<file path="config.mk">
export PLATFORM = sky130hd
export DESIGN_NAME = tbp_reader_ctrl
export DESIGN_NICKNAME = d
export VERILOG_FILES = /design/src/core/tbp_pkg.sv /design/src/core/tbp_pcb_decode.sv /design/src/core/tbp_reader_ctrl.sv
export VERILOG_INCLUDE_DIRS = /design/src /design/src/core
export SDC_FILE = /design/constraint.sdc
export NUM_CORES = 2
export LEC_CHECK = 0
export BUFFER_PORTS_ARGS = -buffer_cell sky130_fd_sc_hd__buf_4
export CELL_PAD_IN_SITES_DETAIL_PLACEMENT = 2
export CELL_PAD_IN_SITES_GLOBAL_PLACEMENT = 2
export CORE_UTILIZATION = 49
export CTS_CLUSTER_SIZE = 28
export DETAILED_ROUTE_END_ITERATION = 10
export PLACE_DENSITY_LB_ADDON = 0.1
export SLEW_MARGIN = 20
export SYNTH_ARGS = -nofsm -noshare
export SYNTH_HDL_FRONTEND = slang
export SYNTH_SLANG_ARGS = --single-unit
</file>
<file path="constraint.sdc">
create_clock -name clk -period 6.9 [get_ports clk]
set_clock_uncertainty 0.2 [all_clocks]
set_input_delay 0.69 -clock clk [delete_from_list [all_inputs] [get_ports clk]]
set_output_delay 0.69 -clock clk [all_outputs]
set_load 0.01 [all_outputs]
</file>
<file path="src/core/tbp_defs.svh">
// Constants for the block-protocol reader controller
`ifndef TBP_DEFS_SVH
`define TBP_DEFS_SVH
`define TBP_PCB_I_BASE 8'h02
`define TBP_PCB_R_ACK 8'hA2
`define TBP_PCB_R_NAK 8'hB2
`define TBP_PCB_S_DESEL 8'hC2
`define TBP_PCB_CHAIN_BIT 4
`define TBP_PCB_NAK_BIT 4
`define TBP_PCB_BN_BIT 0
`define TBP_CLA_FIXED 8'h00
`define TBP_BN_INIT 1'b0
`define TBP_MAX_CHUNK 8'h40
`define TBP_FWT_NS 302000
`define TBP_CLK_NS 5
`define TBP_FWT_CYC (`TBP_FWT_NS / `TBP_CLK_NS)
`define TBP_RETRY_MAX 4'h3
`endif

</file>
<file path="src/core/tbp_pkg.sv">
// Types for the block-protocol reader controller
package tbp_pkg;
	typedef enum logic [1:0] {TBP_BLK_I, TBP_BLK_R, TBP_BLK_S, TBP_BLK_BAD} tbp_blk_t;
	typedef enum logic [2:0] {TBP_ST_IDLE, TBP_ST_SEND, TBP_ST_WAIT, TBP_ST_RACK,
		TBP_ST_DESEL, TBP_ST_DONE} tbp_state_t;
endpackage

</file>
<file path="src/core/tbp_pcb_decode.sv">
// Classifier for a received protocol control byte
`timescale 1ns/1ps
`default_nettype none
`include "tbp_defs.svh"
module tbp_pcb_decode
	import tbp_pkg::*;
(
	input wire logic [7:0] pcb,
	output var tbp_blk_t blk,
	output logic chain,
	output logic nak,
	output logic bn
);
	// Top two bits select the block family
	always_comb begin
		unique case (pcb[7:6])
			2'b00: blk = (pcb[5] == 1'b0 && pcb[1]) ? TBP_BLK_I : TBP_BLK_BAD;
			2'b10: blk = (pcb[5] && pcb[1]) ? TBP_BLK_R : TBP_BLK_BAD;
			2'b11: blk = TBP_BLK_S;
			2'b01: blk = TBP_BLK_BAD;
		endcase
	end
	assign chain = pcb[`TBP_PCB_CHAIN_BIT];
	assign nak = pcb[`TBP_PCB_NAK_BIT];
	assign bn = pcb[`TBP_PCB_BN_BIT];
endmodule
`default_nettype wire

</file>
<file path="src/core/tbp_reader_ctrl.sv">
// Reader-side block protocol controller framing command APDUs
// How it works
// - Reader always opens the block exchange
// - Chained I-block received gets R(ACK)
// - S-blocks paired; only DESELECT used
// - Illegal block or timeout sends R(NAK)
// - Error frame or timeout during tag chaining sends R(ACK)
// - ACK with other number: resend I-block
// - ACK with own number: next chained block
// - Failed DESELECT: resend or give up
// - APDU: CLA 00, INS, P1, P2, Lc, data, Le
// - Lc and data only when data exists
// - Le only when response data expected
`timescale 1ns/1ps
`default_nettype none
`include "tbp_defs.svh"
module tbp_reader_ctrl
	import tbp_pkg::*;
(
	input wire logic clk,
	input wire logic rst,
	input wire logic ce,
	// User command side
	input wire logic cmd_start,
	input wire logic cmd_deselect,
	input wire logic [7:0] cmd_ins,
	input wire logic [7:0] cmd_p1,
	input wire logic [7:0] cmd_p2,
	input wire logic [7:0] cmd_lc,
	input wire logic [7:0] cmd_le,
	input wire logic cmd_has_le,
	input wire logic cmd_dat_valid,
	input wire logic [7:0] cmd_dat,
	output logic cmd_dat_ready,
	output logic busy,
	output logic done,
	output logic fail,
	output logic [7:0] rsp_dat,
	output logic rsp_dat_valid,
	output logic [7:0] rsp_sw1_ff,
	output logic [7:0] rsp_sw2_ff,
	// Frame link to the tag (byte stream, one frame per block)
	output logic tx_valid,
	output logic [7:0] tx_byte,
	output logic tx_last,
	input wire logic tx_ready,
	input wire logic rx_valid,
	input wire logic [7:0] rx_byte,
	input wire logic rx_last,
	input wire logic rx_err
);
	//////////////////////////////////////////////////////////////////////
	tbp_state_t state_ff, nxt_state;
	logic bn_ff;
	logic [7:0] sent_ff;
	logic [8:0] idx_ff;
	logic [8:0] blen_ff;
	logic [7:0] pcb_ff;
	logic [7:0] hdr_ff [0:4];
	logic [7:0] data_ff [0:255];
	logic [8:0] total_ff;
	logic [8:0] base_ff;
	logic first_rx_ff;
	logic [7:0] rx_pcb_ff;
	logic tag_chain_ff;
	logic [31:0] fwt_ff;
	logic [3:0] retry_ff;
	logic [7:0] hold_ff;
	logic hold_v_ff;
	logic [7:0] done_pipe_ff;
	logic done_ff, fail_ff;
	logic [8:0] load_ff;
	tbp_blk_t rx_blk;
	logic rx_chain, rx_nak, rx_bn;
	logic fwt_hit, frame_end, bad_end;
	logic [8:0] apdu_len;
	logic [7:0] dec_pcb;

	// A one-byte frame ends on its PCB, before rx_pcb_ff can hold it
	assign dec_pcb = first_rx_ff ? rx_byte : rx_pcb_ff;

	tbp_pcb_decode u_dec (
		.pcb(dec_pcb),
		.blk(rx_blk),
		.chain(rx_chain),
		.nak(rx_nak),
		.bn(rx_bn)
	);

	//////////////////////////////////////////////////////////////////////
	// APDU length with optional Lc, data and Le
	assign apdu_len = 9'd4 + ((cmd_lc != 8'h00) ? 9'd1 + {1'b0, cmd_lc} : 9'd0)
		+ (cmd_has_le ? 9'd1 : 9'd0);
	assign fwt_hit = (state_ff == TBP_ST_WAIT) && (fwt_ff == `TBP_FWT_CYC);
	assign frame_end = rx_valid && rx_last && (state_ff == TBP_ST_WAIT);
	assign bad_end = frame_end && rx_err;
	assign cmd_dat_ready = (state_ff == TBP_ST_IDLE) && (load_ff < {1'b0, cmd_lc});
	assign busy = (state_ff != TBP_ST_IDLE);
	assign done = done_ff;
	assign fail = fail_ff;
	assign rsp_dat = hold_ff;
	assign rsp_dat_valid = hold_v_ff;

	// Command data is loaded into the local array before start
	always_ff @(posedge clk or posedge rst) begin
		if (rst) begin
			load_ff <= 9'h000;
		end else if (ce) begin
			if (state_ff == TBP_ST_DONE)
				load_ff <= 9'h000;
			else if (cmd_dat_valid && cmd_dat_ready)
				load_ff <= load_ff + 9'h001;
		end
	end
	always_ff @(posedge clk) begin
		if (ce && cmd_dat_valid && cmd_dat_ready)
			data_ff[load_ff[7:0]] <= cmd_dat;
	end

	// Header capture, CLA fixed to zero
	always_ff @(posedge clk or posedge rst) begin
		if (rst) begin
			for (int i = 0; i < 5; i++)
				hdr_ff[i] <= 8'h00;
			total_ff <= 9'h000;
		end else if (ce && state_ff == TBP_ST_IDLE && cmd_start) begin
			hdr_ff[0] <= `TBP_CLA_FIXED;
			hdr_ff[1] <= cmd_ins;
			hdr_ff[2] <= cmd_p1;
			hdr_ff[3] <= cmd_p2;
			hdr_ff[4] <= cmd_lc;
			total_ff <= apdu_len;
		end
	end

	// APDU byte at a given offset
	function automatic logic [7:0] apdu_byte(input logic [8:0] off);
		logic [8:0] dlen;
		dlen = (hdr_ff[4] != 8'h00) ? {1'b0, hdr_ff[4]} : 9'd0;
		if (off < 9'd4)
			apdu_byte = hdr_ff[off[1:0]];
		else if (dlen != 9'd0 && off == 9'd4)
			apdu_byte = hdr_ff[4]; // Lc only when data present
		else if (dlen != 9'd0 && off < 9'd5 + dlen)
			apdu_byte = data_ff[8'(off - 9'd5)];
		else
			apdu_byte = cmd_le; // Le only when flagged
	endfunction

	//////////////////////////////////////////////////////////////////////
	// Main sequencer; reader always speaks first
	always_comb begin
		nxt_state = state_ff;
		unique case (state_ff)
			TBP_ST_IDLE: if (cmd_deselect) nxt_state = TBP_ST_DESEL;
				else if (cmd_start) nxt_state = TBP_ST_SEND;
			TBP_ST_SEND, TBP_ST_RACK, TBP_ST_DESEL:
				if (tx_valid && tx_ready && tx_last) nxt_state = TBP_ST_WAIT;
			TBP_ST_WAIT: begin
				if (retry_ff > `TBP_RETRY_MAX)
					nxt_state = TBP_ST_DONE;
				else if (bad_end || fwt_hit)
					nxt_state = (pcb_ff == `TBP_PCB_S_DESEL) ? TBP_ST_DESEL : TBP_ST_RACK;
				else if (frame_end && rx_blk == TBP_BLK_I)
					nxt_state = rx_chain ? TBP_ST_RACK : TBP_ST_DONE;
				else if (frame_end)
					nxt_state = (rx_blk == TBP_BLK_R) ? TBP_ST_SEND :
						(rx_blk == TBP_BLK_S) ? TBP_ST_DONE : TBP_ST_RACK;
			end
			TBP_ST_DONE: nxt_state = TBP_ST_IDLE;
		endcase
	end

	// Transmit framing for I, R and S blocks
	always_comb begin
		tx_valid = 1'b0;
		tx_byte = 8'h00;
		tx_last = 1'b0;
		if (state_ff == TBP_ST_SEND) begin
			tx_valid = 1'b1;
			tx_byte = (idx_ff == 9'h000) ? pcb_ff : apdu_byte(base_ff + idx_ff - 9'h001);
			tx_last = (idx_ff == blen_ff);
		end else if (state_ff == TBP_ST_RACK || state_ff == TBP_ST_DESEL) begin
			tx_valid = 1'b1;
			tx_byte = pcb_ff;
			tx_last = 1'b1;
		end
	end

	always_ff @(posedge clk or posedge rst) begin
		if (rst)
			state_ff <= TBP_ST_IDLE;
		else if (ce)
			state_ff <= nxt_state;
	end

	// Byte index in the current frame; first frame byte is PCB
	always_ff @(posedge clk or posedge rst) begin
		if (rst) begin
			idx_ff <= 9'h000;
			first_rx_ff <= 1'b1;
		end else if (ce) begin
			if (tx_valid && tx_ready)
				idx_ff <= tx_last ? 9'h000 : idx_ff + 9'h001;
			if (state_ff == TBP_ST_WAIT && rx_valid)
				first_rx_ff <= rx_last;
			else if (state_ff != TBP_ST_WAIT)
				first_rx_ff <= 1'b1;
		end
	end

	// Frame wait timer, restarted on every block sent
	always_ff @(posedge clk or posedge rst) begin
		if (rst)
			fwt_ff <= 32'h0;
		else if (ce)
			fwt_ff <= (state_ff == TBP_ST_WAIT && !fwt_hit) ? fwt_ff + 32'h1 : 32'h0;
	end

	// Received PCB and byte holding; last two bytes become SW1, SW2
	always_ff @(posedge clk or posedge rst) begin
		if (rst) begin
			rx_pcb_ff <= 8'h00;
			hold_ff <= 8'h00;
			hold_v_ff <= 1'b0;
			rsp_sw1_ff <= 8'h00;
			rsp_sw2_ff <= 8'h00;
		end else if (ce) begin
			hold_v_ff <= 1'b0;
			if (state_ff == TBP_ST_WAIT && rx_valid && !rx_err) begin
				if (first_rx_ff)
					rx_pcb_ff <= rx_byte;
				else begin
					rsp_sw1_ff <= rsp_sw2_ff;
					rsp_sw2_ff <= rx_byte;
					hold_ff <= rsp_sw1_ff;
					hold_v_ff <= !first_rx_ff && (done_pipe_ff > 8'h01);
				end
			end
		end
	end

	// Counts INF bytes seen so the two-byte status tail is held back
	always_ff @(posedge clk or posedge rst) begin
		if (rst)
			done_pipe_ff <= 8'h00;
		else if (ce) begin
			if (state_ff != TBP_ST_WAIT || (rx_valid && rx_last))
				done_pipe_ff <= 8'h00;
			else if (rx_valid && !first_rx_ff && done_pipe_ff != 8'hFF)
				done_pipe_ff <= done_pipe_ff + 8'h01;
		end
	end

	// Block handling on frame end or timeout
	always_ff @(posedge clk or posedge rst) begin
		if (rst) begin
			bn_ff <= `TBP_BN_INIT;
			pcb_ff <= 8'h00;
			base_ff <= 9'h000;
			blen_ff <= 9'h000;
			sent_ff <= 8'h00;
			tag_chain_ff <= 1'b0;
			retry_ff <= 4'h0;
			done_ff <= 1'b0;
			fail_ff <= 1'b0;
		end else if (ce) begin
			done_ff <= 1'b0;
			fail_ff <= 1'b0;
			if (state_ff == TBP_ST_IDLE && cmd_deselect) begin
				pcb_ff <= `TBP_PCB_S_DESEL; // Paired S request
				retry_ff <= 4'h0;
			end else if (state_ff == TBP_ST_IDLE && cmd_start) begin
				base_ff <= 9'h000;
				blen_ff <= (apdu_len > 9'(`TBP_MAX_CHUNK)) ? 9'(`TBP_MAX_CHUNK) : apdu_len;
				pcb_ff <= `TBP_PCB_I_BASE | {3'b000, apdu_len > 9'(`TBP_MAX_CHUNK), 3'b000, bn_ff};
				retry_ff <= 4'h0;
				tag_chain_ff <= 1'b0;
			end else if (state_ff == TBP_ST_WAIT && (bad_end || fwt_hit)) begin
				retry_ff <= retry_ff + 4'h1;
				if (pcb_ff == `TBP_PCB_S_DESEL)
					pcb_ff <= `TBP_PCB_S_DESEL; // Resend DESELECT as is
				else if (tag_chain_ff)
					pcb_ff <= `TBP_PCB_R_ACK | {7'h00, bn_ff};
				else
					pcb_ff <= `TBP_PCB_R_NAK | {7'h00, bn_ff};
			end else if (frame_end && !rx_err) begin
				retry_ff <= 4'h0;
				unique case (rx_blk)
					TBP_BLK_S: begin
						bn_ff <= `TBP_BN_INIT; // Deselected, next activation restarts
						done_ff <= 1'b1;
					end
					TBP_BLK_I: begin
						bn_ff <= ~bn_ff;
						tag_chain_ff <= rx_chain;
						if (rx_chain)
							pcb_ff <= `TBP_PCB_R_ACK | {7'h00, ~bn_ff};
						else
							done_ff <= 1'b1;
					end
					TBP_BLK_R: begin
						if (!rx_nak && rx_bn == bn_ff) begin
							// Own number acknowledged: next chunk
							bn_ff <= ~bn_ff;
							base_ff <= base_ff + blen_ff;
							blen_ff <= (total_ff - base_ff - blen_ff > 9'(`TBP_MAX_CHUNK)) ?
								9'(`TBP_MAX_CHUNK) : total_ff - base_ff - blen_ff;
							pcb_ff <= `TBP_PCB_I_BASE | {3'b000,
								total_ff - base_ff - blen_ff > 9'(`TBP_MAX_CHUNK), 3'b000, ~bn_ff};
						end else begin
							// NAK or other number: resend last I-block
							pcb_ff <= `TBP_PCB_I_BASE | {3'b000, base_ff + blen_ff < total_ff,
								3'b000, bn_ff};
						end
					end
					TBP_BLK_BAD: pcb_ff <= `TBP_PCB_R_NAK | {7'h00, bn_ff};
				endcase
			end
			if (state_ff == TBP_ST_WAIT && retry_ff > `TBP_RETRY_MAX)
				fail_ff <= 1'b1; // Give up on the tag
		end
	end
endmodule
`default_nettype wire

</file>
; ---- After elaboration in Yosys (flattened, before gate mapping)
; Memories as Yosys holds them, arrays and structs flattened.
; Cells that the tools add are included.
[word_totals]
in_bits = 67
out_inout_bits = 39
memories = 1
ramBits = 2048
register_bits = 170
word_cells = 230
[classes]
magnitude_cmp = 9
n_mux = 81
addsub = 15
bitwise = 7
n_reduce_logical = 68
n_eq_ne = 24
[mem_list]
columns = memory, depth, word_bits, read_ports, rd_ports_with_merged_regs, write_ports, line
row1 = data_ff, 256, 8, 1, 0, 1, tbp_reader_ctrl.sv:60  ; logic [7:0] data_ff [0:255];
[ops]
columns = op, count
row1 = 9-bit two-way mux, 16
row2 = 8-bit two-way mux, 17
row3 = 3-bit two-way mux, 11
row4 = "32-bit by 1-bit adder with 32-bit output, second input constant", 1
row5 = "32-bit by 16-bit == test with 1-bit output, second input constant", 1
row6 = 32-bit two-way mux, 1
row7 = 1-bit logical AND, 29
row8 = 8-bit binary-select mux with 3-bit select, 1
row9 = 8-bit one-hot mux with 3 select lines, 1
row10 = 1-bit two-way mux, 21
row11 = "9-bit by 1-bit adder with 9-bit output, second input constant", 2
row12 = 9-bit adder, 2
row13 = "9-bit by 7-bit greater-than comparator with 1-bit output, second input constant", 2
row14 = 9-bit less-than comparator, 2
row15 = 9-bit subtractor, 2
row16 = 4-bit two-way mux, 4
row17 = 8-bit nonzero test, 2
row18 = 2-bit nonzero test, 7
row19 = 3-bit one-hot mux with 4 select lines, 1
row20 = 2-bit AND reduction, 6
row21 = 5-bit two-way mux, 2
row22 = "1-bit by 8-bit adder with 9-bit output, first input constant", 1
row23 = "3-bit by 8-bit adder with 9-bit output, first input constant", 1
row24 = "3-bit by 9-bit adder with 9-bit output, first input constant", 1
row25 = other kinds (48), 70

; ---- Longest topological paths before layout
[depth]
word_depth = 13
depth_mapped = 20
mapped_depth_nobuf = 19

; ---- Hierarchy
; A second synthesis with hierarchy kept.
[unflattened]
cells_unflattened = 4606
area_unflattened_um2 = 91067.3
[modules_own_cells]
columns = module, n_inst, seq_area_each_um2, area_per_inst_um2, cells_per_inst
row1 = tbp_reader_ctrl, 1, 65704.3, 90948.5, 4591
row2 = tbp_pcb_decode, 1, 0.0, 118.9, 15

; ---- Worst setup path after synthesis
; No wires, ideal clock.
[synth_timing]
kind = register to output
start = reg idx_ff[1]
end = out tx_byte[0]
arrival_ns = 3.974
slack_ns = 2.036
required_time_ns = 6.010
n_path_buf = 1
path_stages_with_launch = 21
path_cell_list = dfrtp_1 -> inv_1 -> ha_1 -> inv_1 -> ha_1 -> inv_1 -> fa_1 -> nand2b_1 -> a21oi_1 -> nor4_1 -> a311o_1 -> clkbuf_1 -> ha_1 -> and4_1 -> a21oi_1 -> nand3_1 -> a31oi_1 -> a21o_1 -> nor2_1 -> o31a_1 -> nor3_1
[synth_between]
elab_chain_len = 9
word_cells_on_any_way = 19
classes_between = 3 x add/sub / 2 x order compare / 1 x eq/ne / 8 x mux / 1 x bitwise / 3 x reduce/logical / 1 x memory
[synth_rtl]
columns = element, line
row1 = start: declaration, tbp_reader_ctrl.sv:56  ; logic [8:0] idx_ff;
row2 = start signal: assignment, tbp_reader_ctrl.sv:204  ; idx_ff <= tx_last ? 9'h000 : idx_ff + 9'h001;
row3 = 9-bit adder, tbp_reader_ctrl.sv:181  ; tx_byte = (idx_ff == 9'h000) ? pcb_ff : apdu_byte(base_ff + idx_ff - 9'h001);
row4 = 9-bit by 1-bit subtractor with 9-bit output, tbp_reader_ctrl.sv:181
row5 = 8-bit by 3-bit subtractor with 8-bit output (tied with other cells), tbp_reader_ctrl.sv:145  ; apdu_byte = data_ff[8'(off - 9'd5)];
row6 = memory 256 x 8 bit (tied with other cells), n/a
row7 = 8-bit two-way mux (on tied branches), "tbp_reader_ctrl.sv:144, tbp_reader_ctrl.sv:141"
row8 = 8-bit two-way mux (on tied branches), "tbp_reader_ctrl.sv:142, tbp_reader_ctrl.sv:141"
row9 = 8-bit two-way mux, tbp_reader_ctrl.sv:140  ; if (off < 9'd4)
row10 = 8-bit two-way mux (*), tbp_reader_ctrl.sv:181
row11 = 8-bit two-way mux (*), tbp_reader_ctrl.sv:179  ; if (state_ff == TBP_ST_SEND) begin
row12 = end: declaration, tbp_reader_ctrl.sv:44  ; output logic [7:0] tx_byte,
; Mark *: on every way between the ends. The rest lies on a longest branch, timed or not. The select of a mux whose other input is x is not followed.

; ---- Worst setup path in the final report
[layout_timing]
start = reg idx_ff[1]
end = out tx_byte[5]
; Same word-level chain as after synthesis.

==> results.sh <==
export IMPL_num_vias=52500
export IMPL_area_growth_pct=13.6
export IMPL_synth_nets=5083
export IMPL_synth_seq_cells=2214
export IMPL_hold_end="rx_pcb_ff[7]$_DFFE_PP0P_"
export IMPL_crit_fanout=42
export IMPL_worst_path_buf_inv=6
export IMPL_place_congestion=0.844
export IMPL_dp_cells=7360
export IMPL_yosys_warnings=0
export IMPL_status="completed"
export IMPL_place_area_mm2=0.0954
export IMPL_slowest_delay_ns=0.74
export IMPL_fp_dieW_um=434
export IMPL_post_dp_hpwl_um=185000
export IMPL_grt_max_degree=193
export IMPL_hp_class="input port to register"
export IMPL_crit_family="adder cells"
export IMPL_fin_crit_ns=6.82
export IMPL_reg2regPathDepth=8
export IMPL_post_route_period_util_pct=98.9
export IMPL_worstMarginPinSlew_ns=1.29
export IMPL_cts_root_buffer="clkbuf_16"
export IMPL_grt_pass1_vias=55800
export IMPL_end_kind="output port"
export IMPL_drc=0
export IMPL_finalHoldViolCount=0
export IMPL_timing_fmax_mhz=147
export IMPL_drt_first_pass_iters=5
export IMPL_start_util_pct=49.3
export IMPL_ys_async_sr_fraction_pct=7.50
export IMPL_crit_type="register to output port"
export IMPL_wire_per_inst_um=42.1
export IMPL_vias_per_cell=6.70
export IMPL_drive_gt1_share_pct=24.4
export IMPL_io_pins=106
export IMPL_die_h_um=434
export IMPL_track_usage_pct=35.2
export IMPL_ant_nets=0
export IMPL_finalSetupTns_ns=0
export IMPL_cts_max_level=4
export IMPL_path_cells="inv_1 -> ha_1 -> inv_1 -> ha_4 -> inv_1 -> fa_2 -> a21o_1 -> o221ai_2 -> xnor2_4 -> buf_12 -> a211oi_1 -> a311oi_1 -> nor3_1 -> buf_4 -> nand4b_1 -> and3_4 -> buf_4"
export IMPL_fin_nets=5330
export IMPL_drv_cap=0
export IMPL_drv_slew=0
export IMPL_path_clk_slew_ns=0.07
export IMPL_synth_seq_area_share_pct=71.8
export IMPL_cp_arrival_ns=5.93
export IMPL_clkSinkCount=2214
export IMPL_required_ns=6.01
export IMPL_final_area_mm2=0.104
export IMPL_syn_inst=4914
export IMPL_dr_first_iter_drc_count=6303
export IMPL_synth_area_mm2=0.0914
export IMPL_hp_start="rx_err"
export IMPL_fill_cells=15700
export IMPL_critPathLaunchType="register"
export IMPL_grt_pass1_wl_um=459000
export IMPL_crit_slowest_cell="fa_2"
export IMPL_num_rows=158
export IMPL_cts_tree="built"
export IMPL_crit_top_cell="inv_1"
export IMPL_drt_total_wl_um=330000
export IMPL_synthFlopType="edfxtp_1"
export IMPL_r2r_end="data_ff[154][1]$_DFFE_PP_"
export IMPL_synthTopCellsByArea="edfxtp_1, mux4_2, dfrtp_1"
export IMPL_numCtsBuffers=228
export IMPL_antenna_found_initial=13
export IMPL_reg2reg_setup_slack_ns=1.00
export IMPL_io_buffers=105
export IMPL_cp_depth=17
export IMPL_dp_slack_ns=0.108
export IMPL_setup_violations=0
export IMPL_core_area_mm2=0.185
export IMPL_synth_edf_count=2048
export IMPL_clockBufferDepth=3
export IMPL_syn_avg_cell_area_um2=18.6
export IMPL_min_delay_path_depth=3
export IMPL_layout_common_cells="edfxtp_1, mux4_2, nor2_1"
export IMPL_yosysTopAreaCell="edfxtp_1"
export IMPL_worst_slack_ns=0.0766
export IMPL_yosysTopAreaCellShare_pct=67.3
export IMPL_final_common_cell="edfxtp_1"
export IMPL_grt_overflow=0
export IMPL_yosys_cell_types_count=89
export IMPL_die_area_mm2=0.188
export IMPL_r2r_start="load_ff[2]$_DFFE_PP0P_"
export IMPL_relSlewSlack_pct=13.8
export IMPL_final_cells=7834
export IMPL_clkLatencyLatePin_ns=0.88
-- state kept, by name (all words and copies together), names as in the netlist, 3 cells and up --
name	flops
base_ff	9
blen_ff	9
data_ff	2048
done_pipe_ff	8
fwt_ff	32
hdr_ff	32
idx_ff	9
load_ff	9
pcb_ff	6
retry_ff	4
rsp_dat	8
rsp_sw1_ff	8
rsp_sw2_ff	8
rx_pcb_ff	6
state_ff	3
total_ff	9
-- final cells by class --
type / count / area (um2) / share of cell area, %
antenna: 2 / 5.00 / 0.00482
clock buffer: 272 / 5900 / 5.68
clock inverter: 149 / 1500 / 1.44
inverter: 98 / 373 / 0.359
multi-input combinational: 2334 / 24500 / 23.6
sequential: 2214 / 65700 / 63.2
tap: 2480 / 3100 / 2.99
timing repair buffer: 285 / 2760 / 2.66
-- cell families (layout without fill, tap and decap cells) --
| logic type | count (synthesis) | in the layout | share of synthesized area (%) |
|---|---|---|---|
| flops | 2214 | 2214 | 71.8 |
| simple gates | 889 | 889 | 4.67 |
| mux | 756 | 756 | 15.5 |
| compound gates | 494 | 494 | 3.68 |
| buf+inv | 366 | 804 | 1.93 |
| fa+ha+maj | 102 | 102 | 1.48 |
| xor+xnor | 93 | 93 | 0.945 |
| other cells | 0 | 2 | 0 |
-- worst max path at each step --
stage / to / startpoint
3_5_place_dp: tx_byte[3] / idx_ff[1]$_DFFE_PP0P_
2_1_floorplan: base_ff[0]$_DFFE_PP0P_ / rst
6_report: tx_byte[5] / idx_ff[1]$_DFFE_PP0P_
5_1_grt: tx_byte[4] / idx_ff[0]$_DFFE_PP0P_
3_3_place_gp: tx_byte[2] / idx_ff[1]$_DFFE_PP0P_
4_1_cts: tx_byte[2] / base_ff[1]$_DFFE_PP0P_
-- worst register-to-register path: cells and delay by family, from the launching register on --
family / cells / cell delay, ns
AND/OR/NAND/NOR: 2 / 2.32
AO/OA/AOI/OAI: 5 / 1.81
adder cells (fa/ha/maj): 1 / 0.37
flip-flops: 1 / 0.81
-- cells in the mapped netlist, types with 44 or more instances --
master    number
clkbuf_1     115
nand3_1       58
xnor2_1       44
ha_1          92
a21oi_1      109
dfrtp_1      165
buf_2         75
o21ai_0       88
nand2_1      199
xor2_1        44
nor2b_1      106
mux2i_1      176
inv_1         97
nor2_1       340
edfxtp_1    2048
a211oi_1     131
mux2_2        62
buf_4         57
mux4_2       518
-- metrics by stage --
stage                     hold WS (ns)  utilization [%]
final                           0.0465             56.0
after CTS                      0.00678             55.8
after global placement           0.271             51.5
after floorplan                  0.244                -
after global routing            0.0231             56.0
after detailed placement         0.278             51.5
-- metal layers --
layer / GRT usage [%] / vias to the layer above / share of wire (%)
met5: 0 / - / 0.0039
met4: 14.5 / 2 / 4.6
met3: 5.81 / 653 / 8.1
met2: 59.3 / 3143 / 50
met1: 45.6 / 28400 / 37
li1: - / 20200 / -
-- timing repair --
| item | CTS | global route |
|---|---|---|
| setup buffers | 8 | 3 |
| resized for setup | 46 | 45 |
| endpoints found under the setup margin | 8 | 8 |
| hold buffers | 37 | 0 |
| hold endpoints to repair | 116 | 0 |
| pin swaps | 3 | 10 |
| gates cloned | 2 | 1 |
Power is left out: the tool's default activity adds up to more than one toggle a clock period on the data nets, which glitch-free logic cannot reach.
